### config.mk
export PLATFORM = sky130hd
export DESIGN_NAME = sync_receive_framing_parity
export DESIGN_NICKNAME = d
export VERILOG_FILES = /design/src/sync_rx_framing_pkg.sv /design/src/sync_receive_framing_parity.sv
export SDC_FILE = /design/constraint.sdc
export NUM_CORES = 1
export LEC_CHECK = 0
export CAP_MARGIN = 20
export CELL_PAD_IN_SITES_DETAIL_PLACEMENT = 0
export CELL_PAD_IN_SITES_GLOBAL_PLACEMENT = 1
export CORE_ASPECT_RATIO = 0.8
export CORE_MARGIN = 2
export CORE_UTILIZATION = 45
export CTS_CLUSTER_DIAMETER = 200
export DETAILED_ROUTE_END_ITERATION = 8
export DONT_BUFFER_PORTS = 1
export PLACE_DENSITY_LB_ADDON = 0.05
export RECOVER_POWER = 100
export SKIP_CTS_REPAIR_TIMING = 1
export SLEW_MARGIN = 0
export SYNTH_ARGS = -nofsm -noshare
export SYNTH_HDL_FRONTEND = slang
export SYNTH_SLANG_ARGS = --single-unit
### constraint.sdc
create_clock -name hclk -period 2.36 [get_ports hclk]
set_clock_uncertainty 0.1 [all_clocks]
set_input_delay 0.354 -clock hclk [delete_from_list [all_inputs] [get_ports hclk]]
set_output_delay 0.354 -clock hclk [all_outputs]
set_load 0.03 [all_outputs]
### src/sync_rx_framing_pkg.sv
package sync_rx_framing_pkg;

	// ----------------------------------------
	// register map (byte addresses)
	// ----------------------------------------
	localparam int         REG_AW    = 8;
	localparam logic [7:0] ADDR_CTRL = 8'h00;
	localparam logic [7:0] ADDR_AUX  = 8'h04;
	localparam logic [7:0] ADDR_ERR  = 8'h08;
	localparam logic [7:0] ADDR_STAT = 8'h0c;

	// ----------------------------------------
	// field positions
	// ----------------------------------------
	localparam int CTRL_GO_BIT        = 0;
	localparam int CTRL_ACTIVE_BIT    = 12;
	localparam int AUX_TWO_SYNC_BIT   = 0;
	localparam int AUX_AFTER_DATA_BIT = 1;
	localparam int AUX_EVEN_BIT       = 2;
	localparam int AUX_PAR_EN_BIT     = 3;
	localparam int AUX_MCLR_BIT       = 5;
	localparam int AUX_BPC_LSB        = 8;
	localparam int BPC_W              = 4;
	localparam int ERR_PARITY_BIT     = 7;
	localparam int STAT_SYNC1_BIT     = 0;
	localparam int STAT_FRAMED_BIT    = 1;
	localparam int STAT_DELAY_BIT     = 2;
	localparam int STAT_ACTIVE_BIT    = 3;
	localparam int STAT_INHIBIT_BIT   = 4;
	localparam int STAT_CNT_LSB       = 8;

	// ----------------------------------------
	// reset values
	// ----------------------------------------
	localparam logic [BPC_W-1:0] BPC_RESET = 4'h0;

	// ----------------------------------------
	// timing
	// ----------------------------------------
	localparam int CLK_PERIOD_NS = 10;
	localparam int LOAD_PULSE_NS = 100;
	localparam int CTRL_PULSE_NS = 50;
	localparam int FORCE_NS      = 50;
	localparam int CLR_NS        = 50;
	localparam int ACT_INH_NS    = 500;
	localparam int PULSE_W       = 4;
	localparam int INH_W         = 6;
	localparam logic [PULSE_W-1:0] LOAD_PULSE_CYC =
		PULSE_W'((LOAD_PULSE_NS + CLK_PERIOD_NS - 1) / CLK_PERIOD_NS);
	localparam logic [PULSE_W-1:0] CTRL_CYC =
		PULSE_W'((CTRL_PULSE_NS + CLK_PERIOD_NS - 1) / CLK_PERIOD_NS);
	localparam logic [PULSE_W-1:0] FORCE_CYC =
		PULSE_W'((FORCE_NS + CLK_PERIOD_NS - 1) / CLK_PERIOD_NS);
	localparam logic [PULSE_W-1:0] CLR_CYC =
		PULSE_W'((CLR_NS + CLK_PERIOD_NS - 1) / CLK_PERIOD_NS);
	localparam logic [INH_W-1:0] ACT_INH_CYC =
		INH_W'((ACT_INH_NS + CLK_PERIOD_NS - 1) / CLK_PERIOD_NS);

endpackage

### src/sync_receive_framing_parity.sv
// How it works
// bit counter loads its start value from aux register bits 8 to 11.
// sync seen while hunting sets first-sync on next falling receive clock.
// once first-sync is set, the hunt no longer clocks either sync flag.
// while the load term is on, the bit counter loads and never counts.
// delay flag sets on next rising receive clock after first-sync; counting starts after.
// counting past the last bit gives a carry that reloads the counter.
// carry starts a 100 ns buffer load pulse for the receive buffer.
// 50 ns control pulse follows; its end sets framed on a second sync.
// framed set blocks any further clocking of both sync flags.
// after-data option sets active on first non-sync; set path closes 500 ns later.
// without after-data option, active sets as soon as framed sets.
// with one-sync framing, one sync sets first-sync and framed together.
// sync flags stay set after framing until the reset logic clears them.
// writing one to control bit 12 gives a 50 ns pulse presetting both flags.
// init, software clear of active, go falling or recognition clear reset all.
// clearing active makes a 50 ns pulse clearing flags, active and counter.
// go falling makes the same clearing pulse as clearing active.
// parity tracker follows mark bits; even option selects even parity.
// parity checked at buffer load only if enabled, first-sync set, no block check.
// a parity mismatch sets error bit 7; good parity leaves it alone.
// the carry clears the parity tracker for the next character.
// one-shots and delays are counted strobes on the system clock, same order.
`timescale 1ns/1ps
module sync_receive_framing_parity (
	// clock and reset
	input  wire logic        hclk,
	input  wire logic        hresetn,
	// ahb-lite slave
	input  wire logic        hsel,
	input  wire logic [31:0] haddr,
	input  wire logic [1:0]  htrans,
	input  wire logic        hwrite,
	input  wire logic [2:0]  hsize,
	input  wire logic [31:0] hwdata,
	input  wire logic        hready,
	output logic      [31:0] hrdata,
	output logic             hreadyout,
	output logic             hresp,
	// serial line
	input  wire logic        rx_clock_pin,
	input  wire logic        rx_data_pin,
	// companion logic
	input  wire logic        sync_char_detected,
	input  wire logic        recognition_clear,
	input  wire logic        block_check_active,
	input  wire logic        init_clear,
	// framing outputs
	output logic             buffer_load_pulse,
	output logic             framing_control_pulse,
	output logic             receive_active,
	output logic             parity_error_flag
);
	import sync_rx_framing_pkg::*;

	// ----------------------------------------
	// helpers
	// ----------------------------------------
	// run a pulse timer down to zero
	function automatic logic [PULSE_W-1:0] pulse_dec(input logic [PULSE_W-1:0] c);
		pulse_dec = (c == '0) ? '0 : PULSE_W'(c - 1'b1);
	endfunction

	// ----------------------------------------
	// line input synchronisers
	// ----------------------------------------
	logic rxc_s1_reg;
	logic rxc_s2_reg;
	logic rxc_s3_reg;
	logic rxd_s1_reg;
	logic rxd_s2_reg;
	logic rx_rise;
	logic rx_fall;

	// two flops per pin, third only for edge finding
	always_ff @(posedge hclk or negedge hresetn) begin
		if (!hresetn) begin
			rxc_s1_reg <= 1'b0;
			rxc_s2_reg <= 1'b0;
			rxc_s3_reg <= 1'b0;
			rxd_s1_reg <= 1'b0;
			rxd_s2_reg <= 1'b0;
		end else begin
			rxc_s1_reg <= rx_clock_pin;
			rxc_s2_reg <= rxc_s1_reg;
			rxc_s3_reg <= rxc_s2_reg;
			rxd_s1_reg <= rx_data_pin;
			rxd_s2_reg <= rxd_s1_reg;
		end
	end

	assign rx_rise = rxc_s2_reg & ~rxc_s3_reg;
	assign rx_fall = ~rxc_s2_reg & rxc_s3_reg;

	// ----------------------------------------
	// bus data phase
	// ----------------------------------------
	logic              sel_reg;
	logic              sel_next;
	logic              wr_reg;
	logic              wr_next;
	logic [REG_AW-1:0] addr_reg;
	logic [REG_AW-1:0] addr_next;
	logic              wr_ctrl;
	logic              wr_aux;
	logic              wr_err;

	// capture address phase when the bus is ready
	always_comb begin
		sel_next  = hsel & htrans[1] & hready;
		wr_next   = hsel & htrans[1] & hready & hwrite;
		addr_next = addr_reg;
		if (hsel & htrans[1] & hready) begin
			addr_next = haddr[REG_AW-1:0];
		end
	end

	always_ff @(posedge hclk or negedge hresetn) begin
		if (!hresetn) begin
			sel_reg  <= 1'b0;
			wr_reg   <= 1'b0;
			addr_reg <= '0;
		end else begin
			sel_reg  <= sel_next;
			wr_reg   <= wr_next;
			addr_reg <= addr_next;
		end
	end

	assign wr_ctrl   = wr_reg & (addr_reg == ADDR_CTRL);
	assign wr_aux    = wr_reg & (addr_reg == ADDR_AUX);
	assign wr_err    = wr_reg & (addr_reg == ADDR_ERR);
	assign hreadyout = 1'b1;
	assign hresp     = 1'b0;

	// ----------------------------------------
	// configuration registers
	// ----------------------------------------
	logic             go_reg;
	logic             go_next;
	logic             two_sync_reg;
	logic             two_sync_next;
	logic             after_data_reg;
	logic             after_data_next;
	logic             even_reg;
	logic             even_next;
	logic             par_en_reg;
	logic             par_en_next;
	logic [BPC_W-1:0] bpc_reg;
	logic [BPC_W-1:0] bpc_next;
	logic             mclr;

	// software writes of go and options
	always_comb begin
		go_next         = go_reg;
		two_sync_next   = two_sync_reg;
		after_data_next = after_data_reg;
		even_next       = even_reg;
		par_en_next     = par_en_reg;
		bpc_next        = bpc_reg;
		if (wr_ctrl) begin
			go_next = hwdata[CTRL_GO_BIT];
		end
		if (wr_aux) begin
			two_sync_next   = hwdata[AUX_TWO_SYNC_BIT];
			after_data_next = hwdata[AUX_AFTER_DATA_BIT];
			even_next       = hwdata[AUX_EVEN_BIT];
			par_en_next     = hwdata[AUX_PAR_EN_BIT];
			bpc_next        = hwdata[AUX_BPC_LSB +: BPC_W];
		end
	end

	always_ff @(posedge hclk or negedge hresetn) begin
		if (!hresetn) begin
			go_reg         <= 1'b0;
			two_sync_reg   <= 1'b0;
			after_data_reg <= 1'b0;
			even_reg       <= 1'b0;
			par_en_reg     <= 1'b0;
			bpc_reg        <= BPC_RESET;
		end else begin
			go_reg         <= go_next;
			two_sync_reg   <= two_sync_next;
			after_data_reg <= after_data_next;
			even_reg       <= even_next;
			par_en_reg     <= par_en_next;
			bpc_reg        <= bpc_next;
		end
	end

	// master clear is a self-clearing write strobe
	assign mclr = wr_aux & hwdata[AUX_MCLR_BIT];

	// ----------------------------------------
	// start up, counter and parity
	// ----------------------------------------
	logic               sync1_reg;
	logic               sync1_next;
	logic               framed_reg;
	logic               framed_next;
	logic               delay_reg;
	logic               delay_next;
	logic               active_reg;
	logic               active_next;
	logic               inhibit_reg;
	logic               inhibit_next;
	logic [INH_W-1:0]   inh_cnt_reg;
	logic [INH_W-1:0]   inh_cnt_next;
	logic [BPC_W-1:0]   cnt_reg;
	logic [BPC_W-1:0]   cnt_next;
	logic [PULSE_W-1:0] ldbuf_cnt_reg;
	logic [PULSE_W-1:0] ldbuf_cnt_next;
	logic [PULSE_W-1:0] ctrl_cnt_reg;
	logic [PULSE_W-1:0] ctrl_cnt_next;
	logic [PULSE_W-1:0] force_cnt_reg;
	logic [PULSE_W-1:0] force_cnt_next;
	logic [PULSE_W-1:0] clr_cnt_reg;
	logic [PULSE_W-1:0] clr_cnt_next;
	logic               go_prev_reg;
	logic               tracker_reg;
	logic               tracker_next;
	logic               err_reg;
	logic               err_next;
	logic               sw_set_active;
	logic               sw_clr_active;
	logic               clr_cause;
	logic               clr_now;
	logic               hunt_set;
	logic               ctrl_end;
	logic               carry_now;
	logic               par_check;
	logic               par_final;
	logic               par_bad;
	logic               active_set_path;

	// event terms
	assign sw_set_active = wr_ctrl & hwdata[CTRL_ACTIVE_BIT] & ~active_reg;
	assign sw_clr_active = wr_ctrl & ~hwdata[CTRL_ACTIVE_BIT] & active_reg;
	assign clr_cause     = init_clear | mclr | recognition_clear | sw_clr_active
		| (go_prev_reg & ~go_reg);
	assign clr_now       = clr_cause | (clr_cnt_reg != '0);
	assign hunt_set      = rx_fall & ~sync1_reg & ~framed_reg & (ctrl_cnt_reg == '0)
		& sync_char_detected & ~clr_now;
	assign ctrl_end      = (ctrl_cnt_reg == PULSE_W'(1));
	assign carry_now     = rx_rise & delay_reg & (cnt_reg == 4'hf) & ~clr_now;
	assign par_final     = tracker_reg ^ rxd_s2_reg;
	assign par_bad       = even_reg ? par_final : ~par_final;
	assign par_check     = carry_now & par_en_reg & sync1_reg & ~block_check_active;
	assign active_set_path = framed_reg & ~active_reg & ~inhibit_reg
		& (after_data_reg ? ~sync_char_detected : 1'b1);

	// next state of the framing logic
	always_comb begin
		sync1_next     = sync1_reg;
		framed_next    = framed_reg;
		delay_next     = delay_reg;
		active_next    = active_reg;
		inhibit_next   = inhibit_reg;
		inh_cnt_next   = inh_cnt_reg;
		cnt_next       = cnt_reg;
		tracker_next   = tracker_reg;
		err_next       = err_reg;
		ldbuf_cnt_next = pulse_dec(ldbuf_cnt_reg);
		ctrl_cnt_next  = pulse_dec(ctrl_cnt_reg);
		force_cnt_next = pulse_dec(force_cnt_reg);
		clr_cnt_next   = pulse_dec(clr_cnt_reg);
		// load pulse then control pulse
		if (ldbuf_cnt_reg == PULSE_W'(1)) begin
			ctrl_cnt_next = CTRL_CYC;
		end
		if (carry_now) begin
			ldbuf_cnt_next = LOAD_PULSE_CYC;
		end
		// hunt on the steered clock
		if (hunt_set) begin
			sync1_next = 1'b1;
			if (!two_sync_reg) begin
				framed_next = 1'b1;
			end
		end
		if (ctrl_end && sync1_reg && !framed_reg && two_sync_reg && sync_char_detected) begin
			framed_next = 1'b1;
		end
		// one receive clock of delay before counting
		if (rx_rise && sync1_reg) begin
			delay_next = 1'b1;
		end
		// bit counter
		if (rx_rise) begin
			if (!delay_reg) begin
				cnt_next = bpc_reg;
			end else if (cnt_reg == 4'hf) begin
				cnt_next = bpc_reg;
			end else begin
				cnt_next = BPC_W'(cnt_reg + 1'b1);
			end
		end
		// ones tracker over counted bits
		if (rx_rise && delay_reg && rxd_s2_reg) begin
			tracker_next = ~tracker_reg;
		end
		if (carry_now) begin
			tracker_next = 1'b0;
		end
		// error flag: write one clears, set wins
		if (wr_err && hwdata[ERR_PARITY_BIT]) begin
			err_next = 1'b0;
		end
		if (par_check && par_bad) begin
			err_next = 1'b1;
		end
		// receive active and its set path inhibit
		if (active_set_path) begin
			active_next = 1'b1;
		end
		if (active_reg && !inhibit_reg) begin
			inh_cnt_next = INH_W'(inh_cnt_reg + 1'b1);
			if (inh_cnt_reg == INH_W'(ACT_INH_CYC - 1'b1)) begin
				inhibit_next = 1'b1;
			end
		end
		// force framing by software
		if (sw_set_active) begin
			active_next    = 1'b1;
			force_cnt_next = FORCE_CYC;
		end
		if (force_cnt_reg != '0) begin
			sync1_next  = 1'b1;
			framed_next = 1'b1;
		end
		// reset logic overrides everything it clears
		if (clr_cause) begin
			clr_cnt_next = CLR_CYC;
		end
		if (clr_now) begin
			sync1_next     = 1'b0;
			framed_next    = 1'b0;
			delay_next     = 1'b0;
			active_next    = 1'b0;
			inhibit_next   = 1'b0;
			inh_cnt_next   = '0;
			cnt_next       = '0;
			tracker_next   = 1'b0;
			ldbuf_cnt_next = '0;
			ctrl_cnt_next  = '0;
			force_cnt_next = '0;
		end
	end

	always_ff @(posedge hclk or negedge hresetn) begin
		if (!hresetn) begin
			sync1_reg     <= 1'b0;
			framed_reg    <= 1'b0;
			delay_reg     <= 1'b0;
			active_reg    <= 1'b0;
			inhibit_reg   <= 1'b0;
			inh_cnt_reg   <= '0;
			cnt_reg       <= '0;
			tracker_reg   <= 1'b0;
			err_reg       <= 1'b0;
			ldbuf_cnt_reg <= '0;
			ctrl_cnt_reg  <= '0;
			force_cnt_reg <= '0;
			clr_cnt_reg   <= '0;
			go_prev_reg   <= 1'b0;
		end else begin
			sync1_reg     <= sync1_next;
			framed_reg    <= framed_next;
			delay_reg     <= delay_next;
			active_reg    <= active_next;
			inhibit_reg   <= inhibit_next;
			inh_cnt_reg   <= inh_cnt_next;
			cnt_reg       <= cnt_next;
			tracker_reg   <= tracker_next;
			err_reg       <= err_next;
			ldbuf_cnt_reg <= ldbuf_cnt_next;
			ctrl_cnt_reg  <= ctrl_cnt_next;
			force_cnt_reg <= force_cnt_next;
			clr_cnt_reg   <= clr_cnt_next;
			go_prev_reg   <= go_reg;
		end
	end

	// ----------------------------------------
	// outputs and read mux
	// ----------------------------------------
	assign buffer_load_pulse     = (ldbuf_cnt_reg != '0);
	assign framing_control_pulse = (ctrl_cnt_reg != '0);
	assign receive_active        = active_reg;
	assign parity_error_flag     = err_reg;

	// zero wait read from register flops, unmapped reads zero
	always_comb begin
		hrdata = 32'h0;
		if (sel_reg && !wr_reg) begin
			case (addr_reg)
				ADDR_CTRL: begin
					hrdata[CTRL_GO_BIT]     = go_reg;
					hrdata[CTRL_ACTIVE_BIT] = active_reg;
				end
				ADDR_AUX: begin
					hrdata[AUX_TWO_SYNC_BIT]        = two_sync_reg;
					hrdata[AUX_AFTER_DATA_BIT]      = after_data_reg;
					hrdata[AUX_EVEN_BIT]            = even_reg;
					hrdata[AUX_PAR_EN_BIT]          = par_en_reg;
					hrdata[AUX_BPC_LSB +: BPC_W]    = bpc_reg;
				end
				ADDR_ERR: begin
					hrdata[ERR_PARITY_BIT] = err_reg;
				end
				ADDR_STAT: begin
					hrdata[STAT_SYNC1_BIT]          = sync1_reg;
					hrdata[STAT_FRAMED_BIT]         = framed_reg;
					hrdata[STAT_DELAY_BIT]          = delay_reg;
					hrdata[STAT_ACTIVE_BIT]         = active_reg;
					hrdata[STAT_INHIBIT_BIT]        = inhibit_reg;
					hrdata[STAT_CNT_LSB +: BPC_W]   = cnt_reg;
				end
				default: hrdata = 32'h0;
			endcase
		end
	end

	// ----------------------------------------
	// assertions
	// ----------------------------------------
	localparam int INH_MAX = 60;
endmodule

==> run summary <==
Status: completed
Remaining antenna violation count after routing: 0
CTS tree: yes
Fin cells: 391
Clock-pin transition on the worst setup and hold timing paths: 0.06 ns
Reg2reg end: parity_error_flag
Core area: 6410 µm²
Slowest stage delay, CP: 0.41 ns
Worst rel slew slack: 0.0508
Setup violations, final: 0
Ys Warns: 0
Seq cells post-synth: 58
Antenna cells: 0
Number of remaining DRC errors: 0
Hold path depth: 1
Clock tree root driver cell: clkbuf_8
Internal: 1.61 mW
# clock sinks: 58
Max-slew violation count: 0
Asr flop ratio synth: 1.00
Avg Inst Size Synth: 10.5 µm²
CP Cell Sequence: nor4_4 -> and4b_2 -> buf_4 -> and3_1
Hold Path Class: in2reg
Clock Latency Late Sink: 0.34 ns
Cell count after synthesis: 285
Critical Path RT: 1.91 ns
Nets: 388
Max Fclk: 0.438 GHz
Post-Place Cells: 370
Row count: 26
P&R area growth vs syn: 9.85%
Port Buf Inserts: 0
Min Hold Slack: 0.0466 ns
Vias: 2,042
Slew @ Worst Pin: 1.42 ns
Startpoint Class: flop
Leakage: 1.46 nW
# IOs: 118
Final Hold Fails: 0
Starting density of the core: 0.468
Comb pwr share: 0.090
First-pass GRT wire length: 10,200 µm
Worst vdd ir: 464 µV
Primary FF master, synth: dfrtp_1
Switching share of power: 0.257
CP max-delay cell: dfrtp_1
Sequential share of the synthesized area: 0.484
Final Critical Period: 2.28 ns
Sequential share of power: 0.507
Filler instances: 598
Flop-to-flop setup slack: 0.25 ns
Largest net degree at the start of global routing: 59
Crit path arrival time: 1.83 ns
Via count of the first global-routing pass: 2,046
Clock Power Share: 0.403
Die Span Y: 77.0 µm
Total grt overflow: 0
WHS Endpoint: wr_reg
Cells taking the most area after synthesis: dfrtp_1, mux2_2, buf_4
Total die area: 7330 µm²
Worst Hold Launch: hwrite
HPWL after detailed placement: 4100 µm
GR Util All Layers: 0.182
WS Path Type: reg2out
Final wirelength: 5900 µm
Sw Pwr: 0.557 mW
Clock buffer depth: 2
Initial drt markers: 86
Crit end category: output pin
PD cells: 659 nW/µm²
H-tree levels: 3
Finished Cell Area: 3290 µm²
Initial antenna violation count: 1
CTS buffer count: 9
EDFF count, synth: 0
RD Place Congestion: 0.767
Period utilization: 0.967
Distinct cell type count after synthesis: 48
Initial DRT Pass Iterations: 4
Die Wd: 95.2 µm
Via/cell ratio: 5.22
Total of max-cap violations: 0
Synth area leader: dfrtp_1
Max reg flops: 8
Fraction of layout cells with a size suffix above 1: 0.182
Reg2reg start: addr_reg[0]
Crit path max fanout: 3
Top-area cell type share of the netlist area: 0.484
Worst-case reg-to-reg path depth: 6
DR WL/cell: 15.1 µm
Post-DP Area: 3060 µm²
Post-Syn Area: 3000 µm²
[per-layer routing]
| layer | GRT usage | share of wire | up-vias |
|---|---|---|---|
| met5 | 0 | 0.0022 | - |
| met4 | 0.0609 | 0.012 | 2 |
| met3 | 0.0766 | 0.068 | 11 |
| met2 | 0.261 | 0.45 | 54 |
| met1 | 0.246 | 0.47 | 983 |
| li1 | - | - | 992 |
[worst max-delay path, delay by kind of cell, from the launching register on]
| kind | cells | cell delay [ns] |
|---|---|---|
| flip-flops | 1 | 0.41 |
| buffers and inverters | 1 | 0.13 |
| AND/OR/NAND/NOR | 3 | 0.96 |
[worst max path at each step]
stage               depth (start not counted)         from    endpoint  slack, ns
finish                                      4  addr_reg[0]  hrdata[12]       0.08
global route                                5  addr_reg[0]   hrdata[1]      -0.01
CTS                                         5  addr_reg[7]   hrdata[1]      -0.18
detailed placement                          5  addr_reg[7]   hrdata[3]       0.20
global placement                            5  addr_reg[7]   hrdata[1]       0.21
floorplan                                   4  addr_reg[7]  hrdata[10]       0.34
[Yosys cell counts, types with 4 or more instances]
master and instances:
dfrtp_1 58, nor2_1 29, buf_4 25, mux2_2 17, nand2_1 13, mux2i_1 11
nand3_1 10, nor3_1 10, a21oi_1 9, inv_1 9, and3_1 6, nor2b_1 6
nor4b_1 6, xor2_1 6, ha_1 5, xnor2_1 5, a211oi_1 4, a31oi_1 4
buf_2 4, nand4_1 4, nor4_1 4, o21ai_0 4
[cell type report]
cell class | instances | area, µm² | area share
clock inverters | 1 | 7.51 | 0.00228
well taps | 84 | 105 | 0.0319
inverters | 9 | 33.8 | 0.0103
multi-input cells | 206 | 1370 | 0.417
repair buffers | 19 | 140 | 0.0426
clock buffers | 14 | 183 | 0.0555
flip-flops and latches | 58 | 1450 | 0.441
[cells in the final DEF, fill, tap and decap left out, types with 2 or more instances in the layout]
cell type / n
nor4_1: 4
nor2_1: 25
clkbuf_1: 3
nand2_1: 12
conb_1: 23
buf_4: 13
nand3_1: 10
nand4_1: 4
clkbuf_8: 13
xnor2_1: 5
nand3b_1: 2
inv_1: 9
mux2i_1: 11
xor2_1: 6
nor4b_1: 6
nor2b_1: 6
dlygate4sd3_1: 3
ha_1: 5
o21ai_0: 4
dfrtp_1: 58
a211oi_1: 4
mux2_2: 17
o31ai_1: 3
and2_1: 2
and3_1: 6
nor3_1: 10
a31oi_1: 4
nor3b_1: 2
nor2_2: 4
nand2b_1: 2
a21oi_1: 9
[metrics by stage]
stage | utilization | setup slack [ns] | total power, mW | setup TNS [ns]
final | 0.514 | 0.0779 | 2.17 | 0
after global routing | 0.514 | -0.0127 | 2.28 | -0.0127
after CTS | 0.507 | -0.183 | 2.18 | -1.18
after detailed placement | 0.477 | 0.201 | 1.29 | 0
after global placement | 0.477 | 0.210 | 1.29 | 0
after floorplan | - | 0.340 | 1.29 | 0
[cells by family (layout without fill, tap and decap cells)]
kind of cell	count (synthesis)	count (layout)	synth area share
buffers and inverters	42	43	0.0881
adders and majority gates	5	5	0.0209
AOI/OAI and AO/OA	31	31	0.0685
muxes	28	28	0.101
and+or+nand+nor	108	108	0.203
xor gates and xnor gates	11	11	0.0321
other	2	23	0.00251
DFF	58	58	0.484
[power by group through the flow]
stage	sequential (mW)	combinational, mW	clock [mW]
finish	1.10	0.195	0.874
global route	1.11	0.217	0.952
CTS	1.10	0.170	0.911
detailed placement	1.12	0.170	0
global placement	1.12	0.167	0
floorplan	1.09	0.198	0
No activity file was read; power rests on OpenSTA's default activity.
